## src/hw/ifp_pkg.sv

```systemverilog
// package: constants and types for the interrupt fetch phase block
package ifp_pkg;
  localparam int ADDR_W = 15;
  localparam int WORD_W = 16;
  localparam int NUM_SRC = 64;
  localparam int SC_W = 6;
  // internal source select codes, placed ahead of backplane slots
  localparam logic [5:0] SC_POWER_FAIL = 6'h04;
  localparam logic [5:0] SC_PARITY = 6'h05;
  localparam logic [5:0] SC_MEM_PROTECT = 6'h05;
  localparam logic [5:0] SC_DMA_CH1 = 6'h06;
  localparam logic [5:0] SC_DMA_CH2 = 6'h07;
  // memory reference group: opcode bits 14..12 nonzero
  localparam int MRG_OP_MSB = 14;
  localparam int MRG_OP_LSB = 12;
  localparam int MRG_ADDR_MSB = 9;
  localparam int MRG_PAGE_BIT = 10;
  localparam int MRG_IND_BIT = 15;
  localparam logic [14:0] PC_RESET = 15'h0000;
  localparam logic [15:0] WORD_RESET = 16'h0000;
  // phase codes
  typedef enum logic [2:0] {
    IFP_PH_FETCH = 3'b000,
    IFP_PH_INDIRECT = 3'b001,
    IFP_PH_INT_FETCH = 3'b010,
    IFP_PH_INT_READ = 3'b011,
    IFP_PH_EXECUTE = 3'b100
  } ifp_phase_e;
endpackage : ifp_pkg

```

## src/hw/ifp_prio.sv

```systemverilog
// priority encoder: lowest select code wins among enabled requesters
module ifp_prio (
  // requests, one bit per select code
  input wire logic [63:0] req,
  input wire logic chain_ok,
  // winner
  output logic any,
  output logic [5:0] code
);
  // break of the chain masks every requester at once
  always_comb begin
    any = 1'b0;
    code = 6'h00;
    for (int i = ifp_pkg::NUM_SRC - 1; i >= 0; i--) begin
      if (req[i] && chain_ok) begin
        any = 1'b1;
        code = 6'(i);
      end
    end
  end
endmodule : ifp_prio

```

## src/hw/ifp_core.sv

```systemverilog
// interrupt fetch phase sequencer: phase control, pc, address and trap word
module ifp_core (
  // clock and reset
  input wire logic sys_clk,
  input wire logic rst_b,
  // backplane and internal requests
  input wire logic [63:0] io_req,
  input wire logic pwr_fail_req,
  input wire logic mem_protect_req,
  input wire logic parity_req,
  input wire logic dma_req,
  input wire logic dma_ch2,
  // processor controls
  input wire logic int_sys_en,
  input wire logic pwr_fail_ctl,
  input wire logic phase_end,
  input wire logic indirect_jump,
  input wire logic subroutine_jump,
  input wire logic exec_done,
  // memory read port
  output logic mem_rd,
  input wire logic mem_ack,
  input wire logic [15:0] mem_rdata,
  // state outputs
  output logic [14:0] pc,
  output logic [14:0] mar,
  output logic [15:0] ir,
  output logic [14:0] scratch1,
  output logic [2:0] phase,
  output logic interrupt_fetch_phase,
  output logic ext_preset_ind,
  output logic [5:0] ack_code
);
  // registered state
  ifp_pkg::ifp_phase_e ph_r, ph_nxt;
  logic [14:0] pc_r;
  logic [14:0] mar_r;
  logic [15:0] ir_r;
  logic [14:0] scr_r;
  logic [5:0] code_r;
  logic [63:0] req_all;
  logic win_any;
  logic [5:0] win_code;

  // entry qualification: level requests, looked at only in cycles where phase_end is high
  wire chain_ok = pwr_fail_ctl;
  wire blocked = indirect_jump | subroutine_jump;
  wire take_int = win_any && int_sys_en && phase_end && !blocked;
  wire is_mrg = |mem_rdata[ifp_pkg::MRG_OP_MSB:ifp_pkg::MRG_OP_LSB];

  // phase decodes shared by the checks below
  wire in_fetch = (ph_r == ifp_pkg::IFP_PH_FETCH);
  wire in_read = (ph_r == ifp_pkg::IFP_PH_INT_READ);
  wire word_in = in_read && mem_ack;

  // operand address from page bit and word offset
  function automatic logic [14:0] opnd_addr(input logic [15:0] w, input logic [14:0] p);
    opnd_addr = w[ifp_pkg::MRG_PAGE_BIT] ? {p[14:10], w[9:0]} : {5'h00, w[9:0]};
  endfunction : opnd_addr

  // merge internal sources into the select-code vector
  always_comb begin
    req_all = io_req;
    if (pwr_fail_req) req_all[ifp_pkg::SC_POWER_FAIL] = 1'b1;
    if (parity_req) req_all[ifp_pkg::SC_PARITY] = 1'b1;
    if (mem_protect_req) req_all[ifp_pkg::SC_MEM_PROTECT] = 1'b1; // shares a code with parity
    if (dma_req) req_all[dma_ch2 ? ifp_pkg::SC_DMA_CH2 : ifp_pkg::SC_DMA_CH1] = 1'b1;
  end

  ifp_prio u_prio (
    .req(req_all),
    .chain_ok(chain_ok),
    .any(win_any),
    .code(win_code)
  );

  // phase sequence
  always_comb begin
    ph_nxt = ph_r;
    case (ph_r)
      ifp_pkg::IFP_PH_FETCH: if (take_int) ph_nxt = ifp_pkg::IFP_PH_INT_FETCH;
      ifp_pkg::IFP_PH_INT_FETCH: ph_nxt = ifp_pkg::IFP_PH_INT_READ;
      ifp_pkg::IFP_PH_INT_READ: if (mem_ack) ph_nxt = ifp_pkg::IFP_PH_EXECUTE;
      ifp_pkg::IFP_PH_EXECUTE: if (exec_done) ph_nxt = ifp_pkg::IFP_PH_FETCH;
      default: ph_nxt = ifp_pkg::IFP_PH_FETCH;
    endcase
  end

  // registers other than the phase move only on entry and on the arrival of the trap word
  always_ff @(posedge sys_clk or negedge rst_b) begin
    if (!rst_b) begin
      ph_r <= ifp_pkg::IFP_PH_FETCH;
      pc_r <= ifp_pkg::PC_RESET;
      mar_r <= ifp_pkg::PC_RESET;
      ir_r <= ifp_pkg::WORD_RESET;
      scr_r <= ifp_pkg::PC_RESET;
      code_r <= 6'h00;
    end else begin
      ph_r <= ph_nxt;
      if (ph_r == ifp_pkg::IFP_PH_FETCH && take_int) begin
        code_r <= win_code; // latch winner so a later request cannot move the trap
        pc_r <= pc_r - 15'h0001;
        mar_r <= {9'h000, win_code};
      end
      if (ph_r == ifp_pkg::IFP_PH_INT_READ && mem_ack) begin
        ir_r <= mem_rdata;
        if (is_mrg) scr_r <= opnd_addr(mem_rdata, mar_r);
      end
    end
  end

  // outputs straight from the state registers; the lamp is the inverse of its control input pwr_fail_ctl
  assign mem_rd = (ph_r == ifp_pkg::IFP_PH_INT_READ);
  assign pc = pc_r;
  assign mar = mar_r;
  assign ir = ir_r;
  assign scratch1 = scr_r;
  assign phase = ph_r;
  assign interrupt_fetch_phase = (ph_r == ifp_pkg::IFP_PH_INT_FETCH) || mem_rd;
  assign ext_preset_ind = !pwr_fail_ctl;
  assign ack_code = code_r;

  // sequencer checks
  AST_ENTRY: assert property (@(posedge sys_clk) disable iff (!rst_b)
    take_int && ph_r == ifp_pkg::IFP_PH_FETCH |=> ph_r == ifp_pkg::IFP_PH_INT_FETCH)
    else $error("request not turned into interrupt fetch");
  AST_DEFER: assert property (@(posedge sys_clk) disable iff (!rst_b)
    ph_r == ifp_pkg::IFP_PH_FETCH && (blocked || !phase_end) |=> ph_r != ifp_pkg::IFP_PH_INT_FETCH)
    else $error("entered during jump or mid phase");
  AST_PC_DEC: assert property (@(posedge sys_clk) disable iff (!rst_b)
    ph_r == ifp_pkg::IFP_PH_FETCH && take_int |=> pc_r == $past(pc_r) - 15'h0001)
    else $error("pc not decremented");
  AST_MAR: assert property (@(posedge sys_clk) disable iff (!rst_b)
    ph_r == ifp_pkg::IFP_PH_FETCH && take_int |=> mar_r == {9'h000, $past(win_code)})
    else $error("select code not forced");
  AST_IR: assert property (@(posedge sys_clk) disable iff (!rst_b)
    ph_r == ifp_pkg::IFP_PH_INT_READ && mem_ack |=> ir_r == $past(mem_rdata))
    else $error("trap word not loaded");
  AST_SCR: assert property (@(posedge sys_clk) disable iff (!rst_b)
    ph_r == ifp_pkg::IFP_PH_INT_READ && mem_ack && is_mrg
    |=> scr_r == opnd_addr($past(mem_rdata), $past(mar_r)))
    else $error("operand address wrong");
  AST_EXEC: assert property (@(posedge sys_clk) disable iff (!rst_b)
    ph_r == ifp_pkg::IFP_PH_INT_READ && mem_ack |=> ph_r == ifp_pkg::IFP_PH_EXECUTE)
    else $error("execute phase not set");
  AST_CHAIN: assert property (@(posedge sys_clk) disable iff (!rst_b)
    !pwr_fail_ctl |=> ph_r != ifp_pkg::IFP_PH_INT_FETCH)
    else $error("interrupt with chain broken");
  AST_ENABLE: assert property (@(posedge sys_clk) disable iff (!rst_b)
    !int_sys_en |=> ph_r != ifp_pkg::IFP_PH_INT_FETCH)
    else $error("interrupt with system disabled");
  AST_PF_SRC: assert property (@(posedge sys_clk) disable iff (!rst_b)
    take_int && pwr_fail_req && io_req[3:0] == 4'h0 |-> win_code == ifp_pkg::SC_POWER_FAIL)
    else $error("power fail not prioritised");

  // the trap fetch lasts one cycle, then the read is raised at once
  AST_TO_READ: assert property (@(posedge sys_clk) disable iff (!rst_b)
    ph_r == ifp_pkg::IFP_PH_INT_FETCH |=> in_read && mem_rd)
    else $error("trap read not started");

  // a slow memory must not lose the request: it stands until the word arrives
  AST_RD_HOLD: assert property (@(posedge sys_clk) disable iff (!rst_b)
    mem_rd && !mem_ack |=> mem_rd)
    else $error("trap read dropped early");

  // the return address moves on entry only, so the interrupted word is kept
  AST_PC_HOLD: assert property (@(posedge sys_clk) disable iff (!rst_b)
    !(in_fetch && take_int) |=> $stable(pc_r))
    else $error("pc moved outside entry");

  // the forced address holds through the read
  AST_MAR_HOLD: assert property (@(posedge sys_clk) disable iff (!rst_b)
    !(in_fetch && take_int) |=> $stable(mar_r))
    else $error("memory address moved outside entry");

  // the instruction register takes the trap word and nothing else
  AST_IR_HOLD: assert property (@(posedge sys_clk) disable iff (!rst_b)
    !word_in |=> $stable(ir_r))
    else $error("instruction register moved without a word");

  // a word outside the memory reference group leaves scratch one alone
  AST_SCR_KEEP: assert property (@(posedge sys_clk) disable iff (!rst_b)
    word_in && !is_mrg |=> $stable(scr_r))
    else $error("scratch one written by a non memory reference word");

  // execute holds until the instruction is done
  AST_EXEC_HOLD: assert property (@(posedge sys_clk) disable iff (!rst_b)
    ph_r == ifp_pkg::IFP_PH_EXECUTE && !exec_done |=> ph_r == ifp_pkg::IFP_PH_EXECUTE)
    else $error("execute phase left early");

  // parity and memory protect share one code, below dma and above power fail
  AST_PAR_SRC: assert property (@(posedge sys_clk) disable iff (!rst_b)
    take_int && (parity_req || mem_protect_req) && req_all[4:0] == 5'h00
    |-> win_code == ifp_pkg::SC_PARITY)
    else $error("parity or memory protect not prioritised");

  // dma lands on the code of its channel when nothing lower asks
  AST_DMA_SRC: assert property (@(posedge sys_clk) disable iff (!rst_b)
    take_int && dma_req && req_all[5:0] == 6'h00 && !(dma_ch2 && req_all[6])
    |-> win_code == (dma_ch2 ? ifp_pkg::SC_DMA_CH2 : ifp_pkg::SC_DMA_CH1))
    else $error("dma not prioritised");

  // the winner asks, and no lower select code does
  AST_LOWEST: assert property (@(posedge sys_clk) disable iff (!rst_b)
    take_int |-> req_all[win_code] && (req_all & ((64'h1 << win_code) - 64'h1)) == 64'h0)
    else $error("winner is not the lowest requester");

  // main scenarios
  COV_INT: cover property (@(posedge sys_clk) ph_r == ifp_pkg::IFP_PH_INT_READ && mem_ack);
  COV_MRG: cover property (@(posedge sys_clk) word_in && is_mrg);
  COV_JMP: cover property (@(posedge sys_clk) win_any && phase_end && blocked);
  COV_PF: cover property (@(posedge sys_clk) take_int && pwr_fail_req);
  COV_DMA2: cover property (@(posedge sys_clk) take_int && dma_req && dma_ch2);
endmodule : ifp_core

```

## config.mk

```make
export PLATFORM = sky130hd
export DESIGN_NAME = ifp_core
export DESIGN_NICKNAME = d
export VERILOG_FILES = /design/src/hw/ifp_pkg.sv /design/src/hw/ifp_prio.sv /design/src/hw/ifp_core.sv
export SDC_FILE = /design/constraint.sdc
export NUM_CORES = 1
export LEC_CHECK = 0
export BUFFER_PORTS_ARGS = -buffer_cell sky130_fd_sc_hd__buf_2
export CAP_MARGIN = 0
export CORE_ASPECT_RATIO = 1.4
export CORE_MARGIN = 2
export CORE_UTILIZATION = 46
export CTS_CLUSTER_DIAMETER = 30
export CTS_CLUSTER_SIZE = 10
export DETAILED_ROUTE_END_ITERATION = 10
export PLACE_DENSITY = 0.8
export RECOVER_POWER = 25
export SETUP_SLACK_MARGIN = 0.4
export SLEW_MARGIN = 15
export SYNTH_ARGS = -nofsm -noshare
export SYNTH_HDL_FRONTEND = slang
export SYNTH_HIERARCHICAL = 1
export SYNTH_SLANG_ARGS = --single-unit
```

## constraint.sdc

```tcl
create_clock -name sys_clk -period 2.2 [get_ports sys_clk]
set_clock_uncertainty 0.1 [all_clocks]
set_input_delay 0.22 -clock sys_clk [delete_from_list [all_inputs] [get_ports sys_clk]]
set_output_delay 0.22 -clock sys_clk [all_outputs]
set_load 0.02 [all_outputs]
```

==> out/qor.yml <==
setup_path:
  cp-start-kind: "register"
  critPathMaxStageDelay_ps: 440
  worstPathMaxFanout: 11
  critPathSlowestCell: "or4_4"
  end_kind: "register"
  crit_buf_inv: 1
  path_cells: "or3_4 -> or4_4 -> buf_12 -> nor4b_4 -> xor2_1"
  worstPathRequired_ps: 2330
  worstPathArrival_ps: 2100
  critPathTopFamily: "simple AND/OR/NAND/NOR gates"
  crit_type: "register to register"
timing:
  finalHoldViolCount: 0
  rsz0062_at_grt: "yes"
  finalWorstPathRequiredPeriod_ps: 1960
  tns_ps: 0
  max_slew_margin_pct: 20.2
  fin_crit_sh_pct: 89.3
  setup_violations: 0
  max_slew.worst_pin.slew_ps: 1200
  fin_hold_ws_ps: 36.2
  fmaxAchievable_ghz: 0.509
  final_max_slew_viol_count: 0
  timing.final.ws_setup_ps: 236
logic_synthesis:
  yosysTopAreaCell: "dfrtp_1"
  syn_area_per_cell_um2: 9.54
  syn_area_um2: 3230
  ys.flop_type: "dfrtp_1"
  synth-edff-count: 0
  synth_async_sr_flop_share_pct: 100
  yosysSeqAreaShare_pct: 38.8
  synthCells: 338
  yosys-top-cells-area: "dfrtp_1, mux2_2, buf_4"
  synth_top_area_share_pct: 38.8
  yosysWarnings: 6
  synth_cell_types: 62
  synth-seq-cells: 50
power:
  power_frac_seq_pct: 36.2
  swShare_pct: 44.2
  p_clk_share_pct: 13.1
  p_int_mw: 2.54
  power_frac_comb_pct: 50.7
  p_leak_nw: 2.41
  powerDensity_nw_per_um2: 949
  peakVddDrop_mv: 0.507
  total_power_mw: 4.54
  p_switching_mw: 2.01
placed_design:
  placement.io_buffers: 152
  place_ws_ps: -468
  gp_congestion: 0.882
  place_hpwl_mm: 7.21
routing:
  vias: 3417
  totalWireLength_mm: 9.09
  drt_iter0_drc: 93
  dr.pass1.iters: 4
  final_antenna_net_count: 0
  wire_per_inst_um: 14.1
  viasPerCell: 5.31
  drc: 0
clock_tree:
  ctsHtreeMaxLevel: 2
  cts_tree: "yes"
  clock_latency_ps: 300
  clock_path_buffers: 2
  root_buffer: "clkbuf_8"
  path_clk_slew_ps: 90
  cts_num_sinks: 50
  numCtsBuffers: 5
grt:
  grt-ovfl-total: 0
  antenna_found_initial: 0
  grt_pass1_wl_mm: 13.9
  grt_max_degree: 51
  grt_pass1_vias: 3231
  track_usage_pct: 23.0
floorplan:
  io_pins: 167
  fp.dieH_um: 103
  fp.dieW_um: 74.8
  num_rows: 36
  dieArea_um2: 7710
  initial_utilization_pct: 46.8
  core_um2: 6890
finish:
  layout_common_cells: "buf_2, buf_4, dfrtp_1, nand2_1"
  layout.nets: 643
  diodes: 0
  final_common_cell: "buf_2"
  fin_util_pct: 69.5
  drive_above_1_share_pct: 50.8
  syn_to_final_growth_pct: 48.4
  n_fill_cell: 554
outcome:
  status: "completed"
flow_run:
  maxCapViolCount: 0
worst_hold_path:
  hold_path_class: "input port to register"
==> worst paths after layout <==
kind	start	to	slack, ps	cells past startpoint
setup reg to reg	phase[0]$_DFFE_PN0P_	pc[4]$_DFFE_PN0P_	240	5
hold reg to reg	pc[14]$_DFFE_PN0P_	pc[14]$_DFFE_PN0P_	380	1
hold / removal	mem_ack	phase[0]$_DFFE_PN0P_	40	2
max in group asynchronous	rst_b	phase[1]$_DFFE_PN0P_	530	3
min in group asynchronous	rst_b	pc[10]$_DFFE_PN0P_	670	3
setup / recovery	phase[0]$_DFFE_PN0P_	pc[4]$_DFFE_PN0P_	240	5
==> power groups by stage <==
stage	Clock (mW)	Combinational, mW	Sequential, mW
after detailed placement	0	2.20	1.64
after global routing	0.646	2.49	1.70
after CTS	0.602	2.31	1.63
final	0.595	2.30	1.64
after global placement	0	2.15	1.61
after floorplan	0	0.888	2.11
==> timing repair <==
item | 4_1_cts | 5_1_grt
hold buffers | 2 | 0
setup endpoints to repair | 21 | 20
hold endpoints to repair | 51 | 0
pin swaps | 5 | 10
resized for setup | 15 | 18
setup buffers | 3 | 3
==> registers in the layout, summed over array words and instances (netlist names) <==
name and cells:
ir 16, mar 6, pc 15, phase 3
scratch1 10
==> synth_stat cells, drive strengths merged, types with 3 or more instances <==
cell type	number
inv	13
nand2b	5
or3	6
buf	24
a21oi	12
o21ai	11
nor4	18
o211ai	6
nor3	7
xor2	10
or4	3
xnor2	4
o41ai	12
nor2	30
or2	3
a21boi	3
dfrtp	50
nor3b	4
nand3	10
mux2	26
o31a	3
nand2	30
nor2b	7
==> cells by family (layout without fill, tap and decap cells) <==
| family | count (synthesis) | in the layout | share of synthesized area (%) |
|---|---|---|---|
| buffers and inverters | 39 | 237 | 7.41 |
| other | 1 | 14 | 0.116 |
| and+or+nand+nor | 134 | 134 | 23.6 |
| AOI/OAI and AO/OA | 73 | 73 | 16.8 |
| adders and majority gates | 1 | 1 | 0.388 |
| xor gates and xnor gates | 14 | 14 | 3.80 |
| muxes | 26 | 26 | 9.08 |
| DFF | 50 | 50 | 38.8 |
==> worst register-to-register path: stages (launching register included) <==
cell and delay, ps:
dfrtp_1 390, or3_4 410, or4_4 440, buf_12 170
nor4b_4 230, xor2_1 160
==> per-layer routing <==
layer | track usage (%) | part of all wire [%]
met5 | 0 | 0
met4 | 8.93 | 2.7
met3 | 3.62 | 5.5
met1 | 25.2 | 36
met2 | 43.4 | 55
==> cell type report <==
cell class / count / area (um^2) / area share, %
well taps: 95 / 119 / 2.48
repair buffers: 215 / 1280 / 26.8
inverters: 14 / 53.8 / 1.12
clock inverters: 1 / 8.76 / 0.183
flip-flops and latches: 50 / 1250 / 26.2
multi-input cells: 262 / 1970 / 41.2
clock buffers: 7 / 96.3 / 2.01
==> per-stage QoR <==
stage,instances,instance area (um^2)
after global placement,628,4470
after floorplan,351,3370
after CTS,641,4700
after detailed placement,628,4470
after global routing,644,4790
final,644,4790
(Power assumes the default switching activity.)
